--- src/design/wave_timing_pkg.sv ---
package wave_timing_pkg;

    // Clock and timebases
    localparam int CLK_HZ = 20_000_000;
    localparam int CLK_PERIOD_NS = 1_000_000_000 / CLK_HZ;
    localparam int SLOW_TB_HZ = 100_000;
    localparam int SLOW_TB_DIV = CLK_HZ / SLOW_TB_HZ;
    localparam int SLOW_DIV_W = 8;

    // Output pulse widths: least time rounded up to whole cycles
    localparam int TRIG_PULSE_MIN_NS = 50;
    localparam int TRIG_PULSE_MAX_NS = 100;
    localparam int TRIG_PULSE_CYC = (TRIG_PULSE_MIN_NS + CLK_PERIOD_NS - 1) / CLK_PERIOD_NS;
    localparam int STROBE_PULSE_MIN_NS = 300;
    localparam int STROBE_PULSE_MAX_NS = 350;
    localparam int STROBE_PULSE_CYC =
        (STROBE_PULSE_MIN_NS + CLK_PERIOD_NS - 1) / CLK_PERIOD_NS;
    localparam int PULSE_CNT_W = 4;

    // Register byte addresses
    localparam int ADDR_W = 8;
    localparam logic [7:0] ADDR_CTRL = 8'h00;
    localparam logic [7:0] ADDR_SEL = 8'h04;
    localparam logic [7:0] ADDR_LOAD = 8'h08;
    localparam logic [7:0] ADDR_CMD = 8'h0C;
    localparam logic [7:0] ADDR_STATUS = 8'h10;

    // Field layouts and reset values
    localparam logic [31:0] CTRL_MASK = 32'h0000_07FF;
    localparam logic [31:0] CTRL_RESET = 32'h0000_0000;
    localparam logic [31:0] SEL_MASK = 32'h0000_0FFF;
    localparam logic [31:0] SEL_RESET = 32'h0000_0000;
    localparam int SEL_FIELD_W = 4;
    localparam int SEL_TRIG_LSB = 0;
    localparam int SEL_STROBE_LSB = 4;
    localparam int SEL_UICLK_LSB = 8;
    localparam int LOAD_W = 16;
    localparam logic [31:0] LOAD_MASK = 32'h0000_FFFF;
    localparam logic [31:0] LOAD_RESET = 32'h0000_0000;
    localparam int CMD_STOP_BIT = 0;
    localparam int CMD_SWTRIG_BIT = 1;

    typedef enum logic [1:0] {
        UICLK_FAST = 2'h0,
        UICLK_SLOW = 2'h1,
        UICLK_EXT = 2'h2
    } ui_clk_src_t;

    typedef struct packed {
        logic [20:0] reserved;
        logic uiclk_active_low;
        ui_clk_src_t ui_src;
        logic strobe_oe;
        logic trig_oe;
        logic sw_gate;
        logic posted;
        logic ext_strobe;
        logic strobe_falling;
        logic trig_falling;
        logic arm;
    } ctrl_t;

    typedef struct packed {
        logic [15:0] count;
        logic [13:0] reserved;
        logic counting;
        logic generating;
    } status_t;

    typedef enum logic [1:0] {
        UI_IDLE = 2'b01,
        UI_RUN = 2'b10
    } ui_state_t;

endpackage : wave_timing_pkg

--- src/design/waveform_update_timing.sv ---
`timescale 1ns/1ps
module waveform_update_timing #(
    parameter int PFI_COUNT = 10
) (
    // Clock and reset
    input wire logic clk_i,
    input wire logic rst_i,
    // Wishbone slave
    input wire logic wb_cyc_i,
    input wire logic wb_stb_i,
    input wire logic wb_we_i,
    input wire logic [wave_timing_pkg::ADDR_W-1:0] wb_adr_i,
    input wire logic [3:0] wb_sel_i,
    input wire logic [31:0] wb_dat_i,
    output logic [31:0] wb_dat_o,
    output logic wb_ack_o,
    // Programmable input pins
    input wire logic [PFI_COUNT-1:0] pfi_i,
    // Buffer counter end of waveform
    input wire logic buffer_done_i,
    // Dedicated output pins
    output logic trig_pin_o,
    output logic trig_pin_oe_o,
    output logic strobe_pin_o,
    output logic strobe_pin_oe_o,
    // Converter side
    output logic wave_start_o,
    output logic dac_update_o
);

    ////////////////////////////////////////////////////////////////////////////
    // Helpers

    function automatic logic pick(input logic [PFI_COUNT-1:0] v,
                                  input logic [wave_timing_pkg::SEL_FIELD_W-1:0] idx);
        pick = (32'(idx) < PFI_COUNT) ? v[idx] : 1'b0;
    endfunction : pick

    function automatic logic edge_seen(input logic cur, input logic prev, input logic falling);
        edge_seen = falling ? (prev & ~cur) : (cur & ~prev);
    endfunction : edge_seen

    function automatic logic [31:0] merge(input logic [31:0] old, input logic [31:0] val,
                                          input logic [3:0] sel, input logic [31:0] mask);
        logic [31:0] res;
        res = old;
        for (int b = 0; b < 4; b++) begin
            if (sel[b]) begin
                res[8*b +: 8] = val[8*b +: 8];
            end
        end
        merge = res & mask;
    endfunction : merge

    ////////////////////////////////////////////////////////////////////////////
    // Register bus

    wave_timing_pkg::ctrl_t ctrl_reg;
    logic [31:0] sel_reg;
    logic [31:0] load_reg;
    logic ack_reg;
    logic [31:0] rdata_reg;
    logic stop_cmd;
    logic swtrig_cmd;
    logic wr_now;
    wave_timing_pkg::status_t status;
    wave_timing_pkg::ui_state_t ui_state_reg;
    logic [wave_timing_pkg::LOAD_W-1:0] count_reg;
    logic gen_active_reg;

    // Writes land at the edge where the master sees ack
    assign wr_now = wb_cyc_i & wb_stb_i & wb_we_i & ack_reg;
    assign stop_cmd = wr_now & (wb_adr_i == wave_timing_pkg::ADDR_CMD)
        & wb_sel_i[0] & wb_dat_i[wave_timing_pkg::CMD_STOP_BIT];
    assign swtrig_cmd = wr_now & (wb_adr_i == wave_timing_pkg::ADDR_CMD)
        & wb_sel_i[0] & wb_dat_i[wave_timing_pkg::CMD_SWTRIG_BIT];
    assign wb_ack_o = ack_reg;
    assign wb_dat_o = rdata_reg;

    always_comb begin
        status = '0;
        status.count = count_reg;
        status.counting = (ui_state_reg == wave_timing_pkg::UI_RUN);
        status.generating = gen_active_reg;
    end

    always_ff @(posedge clk_i) begin
        if (rst_i) begin
            ack_reg <= 1'b0;
        end else begin
            ack_reg <= wb_cyc_i & wb_stb_i & ~ack_reg;
        end
    end

    // Unmapped addresses read as zero and ignore writes
    always_ff @(posedge clk_i) begin
        if (rst_i) begin
            rdata_reg <= 32'h0000_0000;
        end else if (wb_cyc_i & wb_stb_i & ~ack_reg) begin
            case (wb_adr_i)
                wave_timing_pkg::ADDR_CTRL: rdata_reg <= ctrl_reg;
                wave_timing_pkg::ADDR_SEL: rdata_reg <= sel_reg;
                wave_timing_pkg::ADDR_LOAD: rdata_reg <= load_reg;
                wave_timing_pkg::ADDR_STATUS: rdata_reg <= status;
                default: rdata_reg <= 32'h0000_0000;
            endcase
        end
    end

    always_ff @(posedge clk_i) begin
        if (rst_i) begin
            ctrl_reg <= wave_timing_pkg::CTRL_RESET;
            sel_reg <= wave_timing_pkg::SEL_RESET;
            load_reg <= wave_timing_pkg::LOAD_RESET;
        end else if (wr_now) begin
            if (wb_adr_i == wave_timing_pkg::ADDR_CTRL) begin
                ctrl_reg <= merge(ctrl_reg, wb_dat_i, wb_sel_i, wave_timing_pkg::CTRL_MASK);
            end
            if (wb_adr_i == wave_timing_pkg::ADDR_SEL) begin
                sel_reg <= merge(sel_reg, wb_dat_i, wb_sel_i, wave_timing_pkg::SEL_MASK);
            end
            if (wb_adr_i == wave_timing_pkg::ADDR_LOAD) begin
                load_reg <= merge(load_reg, wb_dat_i, wb_sel_i, wave_timing_pkg::LOAD_MASK);
            end
        end
    end

    ////////////////////////////////////////////////////////////////////////////
    // Input synchronisation and edge detection

    logic [PFI_COUNT-1:0] pfi_meta_reg;
    logic [PFI_COUNT-1:0] pfi_sync_reg;
    logic [PFI_COUNT-1:0] pfi_prev_reg;
    logic [wave_timing_pkg::SEL_FIELD_W-1:0] trig_sel;
    logic [wave_timing_pkg::SEL_FIELD_W-1:0] strobe_sel;
    logic [wave_timing_pkg::SEL_FIELD_W-1:0] uiclk_sel;
    logic trig_edge;
    logic ext_strobe_edge;
    logic uiclk_lvl;
    logic uiclk_lvl_prev;
    logic ext_tick;

    // Meta stage feeds only the second stage
    always_ff @(posedge clk_i) begin
        if (rst_i) begin
            pfi_meta_reg <= '0;
            pfi_sync_reg <= '0;
            pfi_prev_reg <= '0;
        end else begin
            pfi_meta_reg <= pfi_i;
            pfi_sync_reg <= pfi_meta_reg;
            pfi_prev_reg <= pfi_sync_reg;
        end
    end

    assign trig_sel = sel_reg[wave_timing_pkg::SEL_TRIG_LSB +: wave_timing_pkg::SEL_FIELD_W];
    assign strobe_sel = sel_reg[wave_timing_pkg::SEL_STROBE_LSB +: wave_timing_pkg::SEL_FIELD_W];
    assign uiclk_sel = sel_reg[wave_timing_pkg::SEL_UICLK_LSB +: wave_timing_pkg::SEL_FIELD_W];

    assign trig_edge = edge_seen(pick(pfi_sync_reg, trig_sel), pick(pfi_prev_reg, trig_sel),
                                 ctrl_reg.trig_falling);
    assign ext_strobe_edge = edge_seen(pick(pfi_sync_reg, strobe_sel),
                                       pick(pfi_prev_reg, strobe_sel),
                                       ctrl_reg.strobe_falling);
    // Level mode: polarity folded in, then each start of the active level is one count.
    // Pulses shorter than a clock period may be missed at the upper rate.
    assign uiclk_lvl = pick(pfi_sync_reg, uiclk_sel) ^ ctrl_reg.uiclk_active_low;
    assign uiclk_lvl_prev = pick(pfi_prev_reg, uiclk_sel) ^ ctrl_reg.uiclk_active_low;
    assign ext_tick = uiclk_lvl & ~uiclk_lvl_prev;

    ////////////////////////////////////////////////////////////////////////////
    // Update interval clock

    logic [wave_timing_pkg::SLOW_DIV_W-1:0] div_cnt_reg;
    logic slow_tick;
    logic ui_tick;

    always_ff @(posedge clk_i) begin
        if (rst_i) begin
            div_cnt_reg <= '0;
        end else if (slow_tick) begin
            div_cnt_reg <= '0;
        end else begin
            div_cnt_reg <= div_cnt_reg + 1'b1;
        end
    end

    assign slow_tick = (div_cnt_reg ==
        wave_timing_pkg::SLOW_DIV_W'(wave_timing_pkg::SLOW_TB_DIV - 1));

    // Reserved source code falls back to the fast timebase
    always_comb begin
        case (ctrl_reg.ui_src)
            wave_timing_pkg::UICLK_SLOW: ui_tick = slow_tick;
            wave_timing_pkg::UICLK_EXT: ui_tick = ext_tick;
            default: ui_tick = 1'b1;
        endcase
    end

    ////////////////////////////////////////////////////////////////////////////
    // Trigger and interval counter

    logic trig_fire;
    logic ui_stop;
    logic int_strobe_reg;

    assign trig_fire = ctrl_reg.arm & (trig_edge | swtrig_cmd);
    assign ui_stop = stop_cmd | buffer_done_i;

    always_ff @(posedge clk_i) begin
        if (rst_i) begin
            gen_active_reg <= 1'b0;
            wave_start_o <= 1'b0;
        end else begin
            wave_start_o <= trig_fire;
            if (trig_fire) begin
                gen_active_reg <= 1'b1;
            end else if (ui_stop) begin
                gen_active_reg <= 1'b0;
            end
        end
    end

    // Stop wins over a trigger arriving in the same cycle
    always_ff @(posedge clk_i) begin
        if (rst_i) begin
            ui_state_reg <= wave_timing_pkg::UI_IDLE;
            count_reg <= '0;
            int_strobe_reg <= 1'b0;
        end else begin
            int_strobe_reg <= 1'b0;
            unique case (ui_state_reg)
                wave_timing_pkg::UI_IDLE: begin
                    if (!ui_stop && trig_fire && !ctrl_reg.ext_strobe) begin
                        ui_state_reg <= wave_timing_pkg::UI_RUN;
                        count_reg <= load_reg[wave_timing_pkg::LOAD_W-1:0];
                    end
                end
                wave_timing_pkg::UI_RUN: begin
                    if (ui_stop) begin
                        ui_state_reg <= wave_timing_pkg::UI_IDLE;
                    end else if (ui_tick) begin
                        if (count_reg == '0) begin
                            count_reg <= load_reg[wave_timing_pkg::LOAD_W-1:0];
                            int_strobe_reg <= 1'b1;
                        end else begin
                            count_reg <= count_reg - 1'b1;
                        end
                    end
                end
            endcase
        end
    end

    ////////////////////////////////////////////////////////////////////////////
    // Strobe delivery and output pulses

    logic strobe_src;
    logic deliver;
    logic strobe_n_reg;
    logic [wave_timing_pkg::PULSE_CNT_W-1:0] strobe_cnt_reg;
    logic trig_out_reg;
    logic [wave_timing_pkg::PULSE_CNT_W-1:0] trig_cnt_reg;
    logic trig_oe_reg;
    logic strobe_oe_reg;

    assign strobe_src = ctrl_reg.ext_strobe ? ext_strobe_edge : int_strobe_reg;
    // Strobes inside a running output pulse are dropped to keep its width exact
    assign deliver = strobe_src & ctrl_reg.posted & ~ctrl_reg.sw_gate
        & gen_active_reg & strobe_n_reg & (strobe_cnt_reg == '0);

    always_ff @(posedge clk_i) begin
        if (rst_i) begin
            strobe_n_reg <= 1'b1;
            strobe_cnt_reg <= '0;
            dac_update_o <= 1'b0;
        end else begin
            dac_update_o <= deliver;
            if (deliver) begin
                strobe_n_reg <= 1'b0;
                strobe_cnt_reg <=
                    wave_timing_pkg::PULSE_CNT_W'(wave_timing_pkg::STROBE_PULSE_CYC - 1);
            end else if (strobe_cnt_reg != '0) begin
                strobe_cnt_reg <= strobe_cnt_reg - 1'b1;
            end else begin
                strobe_n_reg <= 1'b1;
            end
        end
    end

    always_ff @(posedge clk_i) begin
        if (rst_i) begin
            trig_out_reg <= 1'b0;
            trig_cnt_reg <= '0;
        end else if (trig_fire) begin
            trig_out_reg <= 1'b1;
            trig_cnt_reg <=
                wave_timing_pkg::PULSE_CNT_W'(wave_timing_pkg::TRIG_PULSE_CYC - 1);
        end else if (trig_cnt_reg != '0) begin
            trig_cnt_reg <= trig_cnt_reg - 1'b1;
        end else begin
            trig_out_reg <= 1'b0;
        end
    end

    always_ff @(posedge clk_i) begin
        if (rst_i) begin
            trig_oe_reg <= 1'b0;
            strobe_oe_reg <= 1'b0;
        end else begin
            trig_oe_reg <= ctrl_reg.trig_oe;
            strobe_oe_reg <= ctrl_reg.strobe_oe;
        end
    end

    assign trig_pin_o = trig_out_reg;
    assign trig_pin_oe_o = trig_oe_reg;
    assign strobe_pin_o = strobe_n_reg;
    assign strobe_pin_oe_o = strobe_oe_reg;
endmodule : waveform_update_timing

--- config.mk ---
export PLATFORM = sky130hd
export DESIGN_NAME = waveform_update_timing
export DESIGN_NICKNAME = d
export VERILOG_FILES = /design/src/design/wave_timing_pkg.sv /design/src/design/waveform_update_timing.sv
export SDC_FILE = /design/constraint.sdc
export NUM_CORES = 1
export LEC_CHECK = 0
export BUFFER_PORTS_ARGS = -buffer_cell sky130_fd_sc_hd__buf_2
export CAP_MARGIN = 20
export CORE_MARGIN = 4
export CORE_UTILIZATION = 35
export DETAILED_ROUTE_END_ITERATION = 16
export PLACE_DENSITY = 0.55
export SKIP_CTS_REPAIR_TIMING = 1
export SLEW_MARGIN = 15
export SYNTH_ARGS = -nofsm -noshare
export SYNTH_HDL_FRONTEND = slang
export SYNTH_SLANG_ARGS = --single-unit
--- constraint.sdc ---
create_clock -name clk_i -period 7.1 [get_ports clk_i]
set_input_delay 0.71 -clock clk_i [delete_from_list [all_inputs] [get_ports clk_i]]
set_output_delay 0.71 -clock clk_i [all_outputs]
set_load 0.005 [all_outputs]
; ---- Word-level counts from Yosys, hierarchy flattened
; Cells that the tools add are included.
[op_classes]
addsub = 4
n_lt_le_gt_ge = 6
eq_ne = 15
muxes = 40
n_bitwise = 32
reduce_logical = 23
[op_table]
columns = op, n
row1 = $pmux 32 s4, 1
row2 = $mux 16, 4
row3 = $pmux 16 s2, 1
row4 = $bmux 1 s4, 6
row5 = $mux 1, 22
row6 = $reduce_and 3->1, 7
row7 = $and 1x1->1, 19
row8 = $eq 8x4->1 const B, 2
row9 = $logic_not 16->1, 1
row10 = $sub 16x1->16 const B, 1
row11 = $lt 4x5->1 const B, 3
row12 = $lt 4x4->1 const B, 3
row13 = $not 1->1, 9
row14 = $add 8x1->8 const B, 1
row15 = $eq 8x3->1 const B, 1
row16 = $eq 8x5->1 const B, 1
row17 = $eq 8x8->1 const B, 1
row18 = $logic_not 8->1, 1
row19 = $ne 2x2->1 const B, 4
row20 = $reduce_bool 4->1, 2
row21 = $sub 4x1->4 const B, 2
row22 = $mux 3, 2
row23 = $reduce_or 2->1, 3
row24 = $eq 2x1->1 const B, 2
row25 = other kinds (13), 21
[word_totals]
register_bits = 144
input_bits = 60
output_inout_bits = 39
elab_cells = 153

; ---- Depth between registers and ports, before layout
; Gate-level depths: netlist of the first run.
[depth]
depth_word = 13
ltp_mapped = 10
ltp_nobuf = 9

; ---- Least setup slack after synthesis of the first run
; Ideal clock, no wire load.
[synth_timing]
path_kind = input to register
startpoint = in wb_adr_i[5] in the netlist's numbering
endpoint = reg load_reg[1]
setup_ns = 0.128
arrival_time_ns = 2.346
required_ns = 6.972
setup_slack_ns = 4.626
cell_stages = 7
path_buffers = 1
path_cell_list = nor4_1 nand3_1 nor2_1 and3_1 clkbuf_1 mux2i_1 nor2_1
[synth_via]
elab_chain_len = 2
[synth_lines]
columns = element, line
row1 = "start, declared", waveform_update_timing.sv:12  ; input wire logic [wave_timing_pkg::ADDR_W-1:0] wb_adr_i,
row2 = $eq 8x4->1, waveform_update_timing.sv:122  ; if (wb_adr_i == wave_timing_pkg::ADDR_LOAD) begin
row3 = $reduce_and 3->1 (no line), -
row4 = "end signal, assigned", waveform_update_timing.sv:114  ; load_reg <= wave_timing_pkg::LOAD_RESET;
row5 = "end signal, assigned", waveform_update_timing.sv:123  ; load_reg <= merge(load_reg, wb_dat_i, wb_sel_i, wave_timing_pkg::LOAD_MASK);
row6 = "end, declared", waveform_update_timing.sv:60  ; logic [31:0] load_reg;
; Every way passes these cells.
; A chain may end at the register's enable or synchronous reset.

; ---- Worst setup path after layout of the first run
[layout_timing]
startpoint = reg sel_reg[0]
endpoint = reg count_reg[0] in the netlist's numbering
[layout_via]
elab_chain_len = 12
elab_cells_between_ends = 18
classes_between = 1 x order compare / 1 x eq/ne / 7 x mux / 6 x bitwise / 3 x reduce/logical
[layout_lines]
columns = element, line
row1 = "start, declared", waveform_update_timing.sv:59  ; logic [31:0] sel_reg;
row2 = "start signal, assigned", waveform_update_timing.sv:113  ; sel_reg <= wave_timing_pkg::SEL_RESET;
row3 = "start signal, assigned", waveform_update_timing.sv:120  ; sel_reg <= merge(sel_reg, wb_dat_i, wb_sel_i, wave_timing_pkg::SEL_MASK);
row4 = $bmux 1 s4, waveform_update_timing.sv:36  ; pick = (32'(idx) < PFI_COUNT) ? v[idx] : 1'b0;
row5 = $mux 1 (not written as such), waveform_update_timing.sv:36
row6 = $mux 1, waveform_update_timing.sv:36
row7 = $not 1->1, waveform_update_timing.sv:40  ; edge_seen = falling ? (prev & ~cur) : (cur & ~prev);
row8 = $and 1x1->1, waveform_update_timing.sv:40
row9 = $mux 1 *, waveform_update_timing.sv:40
row10 = $or 1x1->1 *, waveform_update_timing.sv:207  ; assign trig_fire = ctrl_reg.arm & (trig_edge | swtrig_cmd);
row11 = $and 1x1->1 *, waveform_update_timing.sv:207
row12 = $logic_and 1x1->1 * (2 in series), waveform_update_timing.sv:234  ; if (!ui_stop && trig_fire && !ctrl_reg.ext_strobe) begin
row13 = $ne 2x2->1 (no line) *, -
row14 = $reduce_and 3->1 (no line) *, -
row15 = "end signal, assigned", waveform_update_timing.sv:236  ; count_reg <= load_reg[wave_timing_pkg::LOAD_W-1:0];
row16 = "end signal, assigned", waveform_update_timing.sv:244  ; count_reg <= load_reg[wave_timing_pkg::LOAD_W-1:0];
row17 = "end signal, assigned", waveform_update_timing.sv:247  ; count_reg <= count_reg - 1'b1;
row18 = "end, declared", waveform_update_timing.sv:68  ; logic [wave_timing_pkg::LOAD_W-1:0] count_reg;
; Every way passes the cells marked *; elsewhere a longest branch is shown, timed or not. The select of a mux whose other input is x is not followed.

==> results of run 1 <==
where the power goes:
group / switching, mW / total [mW] / leakage [nW] / internal, mW
combinational: 0.105 / 0.180 / 1.39 / 0.0748
clock: 0.348 / 0.922 / 0.294 / 0.575
sequential: 0.0238 / 0.864 / 1.17 / 0.841
cell type report:
cell class / count / area share [%]
clock buffer: 21 / 6.19
clock inverter: 11 / 2.07
inverter: 15 / 0.757
multi-input combinational: 497 / 42.4
sequential: 144 / 38.8
tap: 225 / 3.79
timing repair buffer: 85 / 5.98
worst max-delay path by stage:
stage / from / end / slack (ns) / cells past startpoint
4_1_cts: sel_reg[0] / count_reg[0] / 3.60 / 8
3_3_place_gp: sel_reg[0] / count_reg[0] / 3.68 / 8
6_report: sel_reg[0] / count_reg[0] / 3.95 / 8
5_1_grt: sel_reg[0] / count_reg[7] / 3.67 / 8
2_1_floorplan: wb_adr_i[5] / load_reg[1] / 4.63 / 7
3_5_place_dp: sel_reg[0] / count_reg[0] / 3.62 / 8
stage by stage:
step                      setup WS [ns]  utilization (%)  std cells
after floorplan                    4.63                -        702
after CTS                          3.60             42.4        997
after global routing               3.67             42.5        998
after detailed placement           3.62             38.9        965
after global placement             3.68             38.9        965
final                              3.95             42.5        998
routing by layer:
metal	part of all wire (%)	vias up
met5	0.044	-
li1	-	2581
met3	6.6	17
met1	49	2414
met2	43	149
met4	1.5	2
kinds of logic (layout without fill, tap and decap cells):
group                      Yosys count  count (layout)  share of synthesized area (%)
buffers and inverters               61             132                           4.35
AOI/OAI and AO/OA                  126             126                           13.0
DFF                                144             144                           45.7
muxes                               64              64                           12.3
adders and majority gates            8               8                           1.59
and+or+nand+nor                    291             291                           21.9
xor gates and xnor gates             8               8                           1.11
Yosys cell counts (3+ instances only):
master | count | area (um^2)
dfxtp_1 | 144 | 2880
nor2_1 | 109 | 409
a21oi_1 | 61 | 305
nand2_1 | 48 | 180
mux2i_1 | 46 | 460
nor2b_1 | 35 | 219
clkbuf_1 | 34 | 128
nand3_1 | 33 | 165
nor3_1 | 17 | 85.1
inv_1 | 15 | 56.3
o21ai_0 | 13 | 65.1
a222oi_1 | 11 | 110
and3_1 | 11 | 68.8
mux4_2 | 10 | 225
ha_1 | 8 | 100
mux2_2 | 8 | 90.1
or2_0 | 7 | 43.8
a22oi_1 | 5 | 37.5
a31oi_1 | 5 | 31.3
nand2b_1 | 5 | 31.3
nor4_1 | 5 | 31.3
or3_1 | 5 | 31.3
and2_1 | 4 | 25.0
buf_6 | 4 | 45.0
xnor2_1 | 4 | 35.0
xor2_1 | 4 | 35.0
a211oi_1 | 3 | 22.5
a21o_1 | 3 | 22.5
buf_2 | 3 | 15.0
buf_4 | 3 | 22.5
o31ai_1 | 3 | 22.5
worst register-to-register path: cells and delay by family, from the launching register on:
family | cells | cell delay [ns]
and+or+nand+nor | 1 | 0.20
DFF | 1 | 0.64
AOI/OAI and AO/OA | 5 | 1.31
muxes | 2 | 0.90
==> run summary, run 1 <==
========================================================================================
Outcome ...................................................................    completed
Critical Path Slowest Stage Cell ..........................................      dfxtp_1
Hold Worst Slack ..........................................................     0.435 ns
Most common cell after layout, fill and taps aside ........................      dfxtp_1
Peak VDD IR ...............................................................   0.000185 V
Vias in the first global route ............................................         4951
GRT overflow ..............................................................            0
Detail-routed via count per cell ..........................................         5.17
Number of DRC markers in iteration 0 ......................................          378
Number of sinks on the clock net ..........................................          144
Sequential area share after synthesis .....................................        45.7%
Cell-by-cell trace of the critical path ................................... mux4_2 > a2bb2oi_1 > a22oi_2 > mux2i_1 > a211oi_2 > o211ai_4 > o21ai_0 > and3_1
Clock-pin slew on the worst setup and hold paths ..........................      0.06 ns
Most congested layer reported by global routing ...........................         met2
Layout Cell Area excl Fill ................................................ 0.00743 mm^2
Num rows ..................................................................           48
Layout Nets ...............................................................          828
Core area .................................................................  0.0175 mm^2
Setup Skew ................................................................   0.00952 ns
Power density over cell area ..............................................  265 mW/mm^2
Share of the clock period used by the worst path ..........................        44.4%
Unrepaired setup endpoints after global routing ...........................        false
GR Layer Usage met2 .......................................................        23.8%
CTS Buf Count .............................................................           17
Count of final setup violators ............................................            0
Worst r2r dst ............................................................. count_reg[0]
Count of final max-slew check failures ....................................            0
Worst R2R Setup Slack .....................................................      3.95 ns
Met3 Usage GRT ............................................................        4.67%
Startpoint of the lowest-slack register-to-register path ..................   sel_reg[0]
Max FO, Critical Path .....................................................           32
Die Footprint .............................................................  0.0202 mm^2
Max frequency .............................................................      317 MHz
Initial antenna violation count ...........................................            1
Number of cells on the worst hold path ....................................            1
Gate Count Post-Synth .....................................................          702
Clk Latency, worst-skew pair ..............................................      0.42 ns
Worst slew margin .........................................................        45.1%
PnR Total Power ...........................................................      1.97 mW
Hold violation count in the final report ..................................            0
Number of synthesized register bits .......................................          144
Area grow syn2layout ......................................................        17.9%
Initial standard-cell utilization of the core .............................        36.1%
Average wire per cell in the routed design ................................      16.0 um
Terminating pin of the worst hold path .................................... pfi_sync_reg[4]
Number of unique standard cell types used by synthesis ....................           56
Post-synthesis cell area .................................................. 0.00630 mm^2
Grt met1 use ..............................................................        22.0%
Max-cap check violation count .............................................            0
Mean instance size in the synthesized netlist .............................    8.98 um^2
Worst setup path category ................................................. flip-flop to flip-flop
Aggregate global-route resource usage .....................................        15.9%
CTS max path bufs .........................................................            2
Min Tclk post-route .......................................................      3.15 ns
Warnings, synthesis .......................................................            0
Most used cells in the layout excluding fill and tap cells ................ dfxtp_1, nor2_1, buf_2
Sequential cell area ...................................................... 0.00288 mm^2
Category of cells accounting for the largest share of critical-path delay . compound AO/OA/AOI/OAI gates
Routed Antenna Nets .......................................................            0
Dominant synthesized flop cell ............................................      dfxtp_1
Share of post-route cells with drive strength above 1 .....................        18.1%
Total Neg Setup Slack .....................................................         0 ns
Critical path data required time ..........................................      7.41 ns
Worst EP arrival ..........................................................      3.46 ns
Synthesized Nets ..........................................................          770
H-tree level count ........................................................            4
Cell chosen for the clock root ............................................    clkbuf_16
Final RePlAce weighted congestion .........................................        0.883
Leak Pwr ..................................................................      2.85 nW
Transition time at the pin with the least slew margin .....................     0.817 ns
Detailed-routing iteration count for the pre-antenna-repair pass ..........            6
Share of async-settable or async-resettable flops after synthesis .........           0%
Detail Placement HPWL .....................................................      11.5 mm
Final routed DRC violation total ..........................................            0
Number of enable-type register cells in the synthesized netlist ...........            0
IO buf count ..............................................................           80
Type of origin of the critical path .......................................    flip-flop
Die Span X ................................................................       142 um
Path type of the worst min-delay path ..................................... flip-flop to flip-flop
Area occupied by multi-input gates ........................................ 0.00315 mm^2
Flip-flop count of the largest register after layout ......................           32
Count of pins on the block boundary .......................................           99
Wire length of the first global-routing pass ..............................      25.7 mm
Number of cells on the worst reg-to-reg path ..............................            8
Total number of vias ......................................................         5163
TritonCTS clock tree ......................................................          yes
Cell area reported after detailed placement ............................... 0.00680 mm^2
Critical path buffer and inverter count ...................................            0
Number of inserted filler cells in the final layout .......................         1753
Worst path max stage delay ................................................      0.64 ns
Launch instance of the worst min-delay path ............................... pfi_meta_reg[4]
Height of the die .........................................................       142 um
Endpoint class of the critical path .......................................    flip-flop
Ant. Diodes ...............................................................            0
Maximum number of pins on one net before global-route repair ..............           73
Final Routed Wirelength ...................................................      16.0 mm
========================================================================================
No activity file was read; power rests on OpenSTA's default activity.
==> run 2: changes to the inputs <==
--- a/config.mk
+++ b/config.mk
@@ -10,7 +10,7 @@
 export CORE_MARGIN = 4
 export CORE_UTILIZATION = 35
 export DETAILED_ROUTE_END_ITERATION = 16
-export PLACE_DENSITY = 0.55
+export PLACE_DENSITY = 0.57
 export SKIP_CTS_REPAIR_TIMING = 1
 export SLEW_MARGIN = 15
 export SYNTH_ARGS = -nofsm -noshare
==> constraint.sdc (replaced) <==
create_clock -name clk_i -period 2.6 [get_ports clk_i]
set_input_delay 0.26 -clock clk_i [delete_from_list [all_inputs] [get_ports clk_i]]
set_output_delay 0.26 -clock clk_i [all_outputs]
set_load 0.005 [all_outputs]
==> run 2 against run 1 <==
Cell area is 3.3% higher. Wire length grew 1.2%. Total power grew to 2.7 times the previous value. Core utilization increased by 1.4 points. Critical path depth up 1. Sequential share of layout area down 1.1 points. Non-clock buffer count rose by 26. Clock skew grew 0.0023 ns. First-iteration DRC count is 8.7% higher. Critical endpoint is now count_reg[8]. Largest power group unchanged.
==> run summary, run 2 (synthesis results as in run 1) <==
===============================================================================
Clock-pin slew on the worst setup and hold paths .................      0.06 ns
Number of sinks on the clock net .................................          144
Worst setup path category ........................................ flip-flop to flip-flop
Worst R2R Setup Slack ............................................       0.1 ns
Vias in the first global route ...................................         4990
Worst slew margin ................................................        52.9%
Startpoint of the lowest-slack register-to-register path .........   sel_reg[0]
Height of the die ................................................       142 um
Number of cells on the worst hold path ...........................            2
Worst r2r dst .................................................... count_reg[8]
Share of post-route cells with drive strength above 1 ............        22.8%
Count of pins on the block boundary ..............................           99
CTS Buf Count ....................................................           17
Type of origin of the critical path ..............................    flip-flop
Number of DRC markers in iteration 0 .............................          411
Ant. Diodes ......................................................            0
Final Routed Wirelength ..........................................      16.2 mm
Initial standard-cell utilization of the core ....................        36.1%
GRT overflow .....................................................            0
Area grow syn2layout .............................................        21.8%
Cell chosen for the clock root ...................................    clkbuf_16
Hold Worst Slack .................................................    0.0375 ns
Count of final max-slew check failures ...........................            0
Final RePlAce weighted congestion ................................        0.828
Routed Antenna Nets ..............................................            0
PnR Total Power ..................................................      5.34 mW
Total number of vias .............................................         5229
Share of the clock period used by the worst path .................        96.3%
Aggregate global-route resource usage ............................        16.2%
Hold violation count in the final report .........................            0
Peak VDD IR ......................................................   0.000471 V
Final routed DRC violation total .................................            0
Detail Placement HPWL ............................................      11.6 mm
Unrepaired setup endpoints after global routing ..................         true
TritonCTS clock tree .............................................          yes
Most used cells in the layout excluding fill and tap cells ....... dfxtp_1, nor2_1, buf_2
Most common cell after layout, fill and taps aside ...............      dfxtp_1
Clk Latency, worst-skew pair .....................................      0.43 ns
Launch instance of the worst min-delay path ......................     pfi_i[7]
Num rows .........................................................           48
IO buf count .....................................................           80
Detailed-routing iteration count for the pre-antenna-repair pass .            5
Layout Nets ......................................................          854
Die Span X .......................................................       142 um
Power density over cell area .....................................  695 mW/mm^2
Max-cap check violation count ....................................            0
Critical Path Slowest Stage Cell .................................       mux4_2
Initial antenna violation count ..................................            1
Critical path data required time .................................      2.95 ns
Outcome ..........................................................    completed
Maximum number of pins on one net before global-route repair .....           72
Flip-flop count of the largest register after layout .............           32
H-tree level count ...............................................            4
Number of cells on the worst reg-to-reg path .....................            9
Path type of the worst min-delay path ............................ input pin to flip-flop
Die Footprint ....................................................  0.0202 mm^2
Final core area utilization ......................................        43.9%
Worst path max stage delay .......................................      0.49 ns
Max frequency ....................................................      399 MHz
Setup Skew .......................................................    0.0119 ns
Max FO, Critical Path ............................................           10
Average wire per cell in the routed design .......................      15.8 um
Wire length of the first global-routing pass .....................      26.2 mm
Terminating pin of the worst hold path ........................... pfi_meta_reg[7]
Cell-by-cell trace of the critical path .......................... mux4_2 > a2bb2oi_1 > a22oi_2 > mux2i_2 > a211oi_2 > o211ai_4 > buf_4 > o21ai_0 > a21oi_1
Leak Pwr .........................................................      3.00 nW
Transition time at the pin with the least slew margin ............     0.706 ns
Core area ........................................................  0.0175 mm^2
Detail-routed via count per cell .................................         5.11
Count of final setup violators ...................................            0
Worst EP arrival .................................................      2.86 ns
CTS max path bufs ................................................            2
Min Tclk post-route ..............................................      2.50 ns
Endpoint class of the critical path ..............................    flip-flop
===============================================================================
-- run 2: changes by cell type in the layout (fill, tap and decap cells not counted), moves of 2 or more --
cell / previous run / this run
a211oi_1: 3 / 1
mux2i_2: 0 / 2
dfxtp_1: 144 / 139
buf_4: 5 / 29
inv_8: 0 / 3
inv_6: 2 / 5
a211oi_2: 1 / 3
dfxtp_2: 0 / 4
mux2i_1: 46 / 44
clkbuf_8: 2 / 0
clkbuf_1: 2 / 0
-- run 2: through the flow --
| step | TNS, ns | instance area [um^2] | std cells | setup WS [ns] |
|---|---|---|---|---|
| 6_report | 0 | 7680 | 1024 | 0.0966 |
| 5_1_grt | -0.0450 | 7680 | 1024 | -0.0155 |
| 4_1_cts | 0 | 7590 | 1021 | 0.00370 |
| 3_3_place_gp | 0 | 6990 | 989 | 0.0463 |
| 3_5_place_dp | 0 | 6990 | 989 | 0.0323 |
| 2_1_floorplan | 0 | 6300 | 702 | 0.210 |
-- run 2: critical path: cells and delay by family (launching register included) --
family	cells	cell delay, ns
AOI/OAI and AO/OA	6	1.05
muxes	2	0.78
DFF	1	0.37
buffers and inverters	1	0.24
-- run 2: layer usage --
| metal | part of all wire, % | up-vias | GRT usage [%] |
|---|---|---|---|
| li1 | - | 2629 | - |
| met1 | 50 | 2424 | 23.2 |
| met2 | 42 | 155 | 23.6 |
| met3 | 6.1 | 19 | 4.17 |
| met4 | 1.2 | 2 | 5.61 |
| met5 | 0.080 | - | 0 |
-- run 2: final cells by class --
class	instances	area, um^2
fill	1778	9800
timing repair buffer	111	656
inverter	15	56.3
clock inverter	15	173
tap	225	282
multi-input combinational	497	3200
sequential	144	2890
clock buffer	17	425
-- run 2: how the worst max path moves through the flow --
stage	to	from	slack, ns
floorplan	count_reg[13]	sel_reg[8]	0.21
global placement	count_reg[10]	sel_reg[0]	0.05
detailed placement	count_reg[9]	sel_reg[0]	0.03
CTS	count_reg[6]	sel_reg[0]	0.004
global route	count_reg[2]	sel_reg[0]	-0.02
finish	count_reg[8]	sel_reg[0]	0.1
-- run 2: power by group --
group,total (mW),switching [mW],internal [mW]
Combinational,0.504,0.282,0.222
Clock,2.47,1.03,1.45
Sequential,2.36,0.0659,2.29
==> run 3: changes to the inputs <==
--- a/config.mk
+++ b/config.mk
@@ -5,12 +5,12 @@
 export SDC_FILE = /design/constraint.sdc
 export NUM_CORES = 1
 export LEC_CHECK = 0
-export BUFFER_PORTS_ARGS = -buffer_cell sky130_fd_sc_hd__buf_2
 export CAP_MARGIN = 20
 export CORE_MARGIN = 4
 export CORE_UTILIZATION = 35
 export DETAILED_ROUTE_END_ITERATION = 16
-export PLACE_DENSITY = 0.57
+export DONT_BUFFER_PORTS = 1
+export PLACE_DENSITY = 0.52
 export SKIP_CTS_REPAIR_TIMING = 1
 export SLEW_MARGIN = 15
 export SYNTH_ARGS = -nofsm -noshare
==> run 3 against run 2 <==
Non-clock buffer count increased by 2. The run now ends with negative hold slack left. Worst hold slack worse by 0.049 ns. First-iteration DRC count grew 13%. Global-route usage decreased by 0.083 points. Largest cell class unchanged. Cell count grew 0.20%. Die area unchanged. Clock-buffer cell count is the same. Clock skew down 0.0011 ns. Critical path type unchanged.
==> run summary, run 3 (synthesis results as in run 1) <==
===============================================================================
Outcome .......................................................... finished with violations
Violations in the final reports .................................. negative hold slack
Detail-routed via count per cell .................................         5.35
Max-cap check violation count ....................................            0
Clock-pin slew on the worst setup and hold paths .................      0.06 ns
PnR Total Power ..................................................      5.38 mW
Total number of vias .............................................         5492
Number of sinks on the clock net .................................          144
Endpoint class of the critical path ..............................    flip-flop
Hold Worst Slack .................................................   -0.0115 ns
Maximum number of pins on one net before global-route repair .....          132
Hold violation count in the final report .........................            5
Count of final setup violators ...................................            0
Min Tclk post-route ..............................................      2.49 ns
GRT overflow .....................................................            0
Share of post-route cells with drive strength above 1 ............        12.4%
Wire length of the first global-routing pass .....................      25.7 mm
Average wire per cell in the routed design .......................      17.0 um
Cell area reported after detailed placement ...................... 0.00658 mm^2
H-tree level count ...............................................            4
Type of origin of the critical path ..............................    flip-flop
Setup Skew .......................................................    0.0107 ns
Detail Placement HPWL ............................................      11.5 mm
Worst R2R Setup Slack ............................................      0.11 ns
Worst slew margin ................................................        54.1%
Cell chosen for the clock root ...................................    clkbuf_16
Final Routed Wirelength ..........................................      17.4 mm
Leak Pwr .........................................................      3.18 nW
Initial standard-cell utilization of the core ....................        36.1%
TritonCTS clock tree .............................................          yes
Clk Latency, worst-skew pair .....................................      0.43 ns
Ant. Diodes ......................................................            0
Area grow syn2layout .............................................        28.7%
Core area ........................................................  0.0175 mm^2
Max frequency ....................................................      401 MHz
Most common cell after layout, fill and taps aside ...............      dfxtp_1
Worst EP arrival .................................................      2.84 ns
Worst setup path category ........................................ flip-flop to flip-flop
Power density over cell area .....................................  663 mW/mm^2
Number of DRC markers in iteration 0 .............................          466
Most used cells in the layout excluding fill and tap cells ....... dfxtp_1, nor2_1, dlygate4sd3_1
Count of final max-slew check failures ...........................            0
Detailed-routing iteration count for the pre-antenna-repair pass .            5
Critical path data required time .................................      2.95 ns
Final RePlAce weighted congestion ................................        0.888
Share of the clock period used by the worst path .................        95.8%
Die Span X .......................................................       142 um
Initial antenna violation count ..................................            0
Transition time at the pin with the least slew margin ............     0.689 ns
Layout Cell Area excl Fill ....................................... 0.00811 mm^2
CTS Buf Count ....................................................           17
Die Footprint ....................................................  0.0202 mm^2
CTS max path bufs ................................................            2
Layout Nets ......................................................          856
Num rows .........................................................           48
Number of inserted filler cells in the final layout ..............         1667
Path type of the worst min-delay path ............................ input pin to flip-flop
Aggregate global-route resource usage ............................        16.1%
IO buf count .....................................................            0
Routed Antenna Nets ..............................................            0
Final routed DRC violation total .................................            0
Max FO, Critical Path ............................................           13
Height of the die ................................................       142 um
Flip-flop count of the largest register after layout .............           32
Count of pins on the block boundary ..............................           99
Vias in the first global route ...................................         4799
Peak VDD IR ......................................................   0.000458 V
===============================================================================
-- run 3: cell count changes in the layout (fill, tap and decap cells not counted), moves of 2 or more --
cell	previous run	this run
a211oi_2	3	1
buf_2	79	1
buf_4	29	27
clkinv_2	2	0
dfxtp_2	4	2
dlygate4sd3_1	0	81
inv_6	5	7
-- run 3: where the power goes --
part | switching, mW | leakage (nW) | internal, mW
sequential | 0.0723 | 1.17 | 2.29
clock | 1.07 | 0.302 | 1.46
combinational | 0.263 | 1.71 | 0.220
total | 1.40 | 3.18 | 3.98
-- run 3: routing by layer --
metal | routed length [um] | track usage (%) | share of wire (%)
met5 | 0 | 0 | 0
met4 | 278 | 5.45 | 1.6
met3 | 1390 | 5.07 | 8.0
met2 | 7800 | 23.7 | 45
met1 | 7960 | 22.4 | 46
-- run 3: per-stage QoR --
| stage | worst slack [ns] | TNS (ns) | util [%] | instances |
|---|---|---|---|---|
| after CTS | -0.0735 | -0.531 | 41.1 | 941 |
| after global placement | -0.0106 | -0.0267 | 37.6 | 909 |
| final | 0.109 | 0 | 46.4 | 1026 |
| after global routing | -0.00698 | -0.00793 | 46.4 | 1026 |
| after floorplan | 0.210 | 0 | - | 702 |
| after detailed placement | -0.0634 | -0.382 | 37.6 | 909 |
-- run 3: cell type report --
cell class / count / area, um^2 / area share [%]
Clock buffer: 17 / 425 / 5.25
Inverter: 15 / 56.3 / 0.694
Timing Repair Buffer: 113 / 1080 / 13.3
Sequential cell: 144 / 2890 / 35.7
Clock inverter: 15 / 184 / 2.27
Tap cell: 225 / 282 / 3.47
Multi-Input combinational cell: 497 / 3190 / 39.4
-- run 3: critical path: stages, from the launching register on --
cell and delay [ns]:
dfxtp_4 0.36, buf_4 0.16, mux2i_1 0.13, a221o_1 0.36, a211oi_2 0.18, mux2i_1 0.09
buf_4 0.15, a211oi_4 0.27, o211ai_4 0.17, buf_6 0.17, or2_0 0.21, a21oi_1 0.15
-- run 3: path summary, 6_finish.rpt --
check | start | to | depth (start not counted)
max reg2reg | sel_reg[0] | count_reg[12] | 11
max | sel_reg[0] | count_reg[12] | 11
min reg2reg | div_cnt_reg[0] | div_cnt_reg[0] | 1
min | wb_dat_i[3] | load_reg[3] | 2
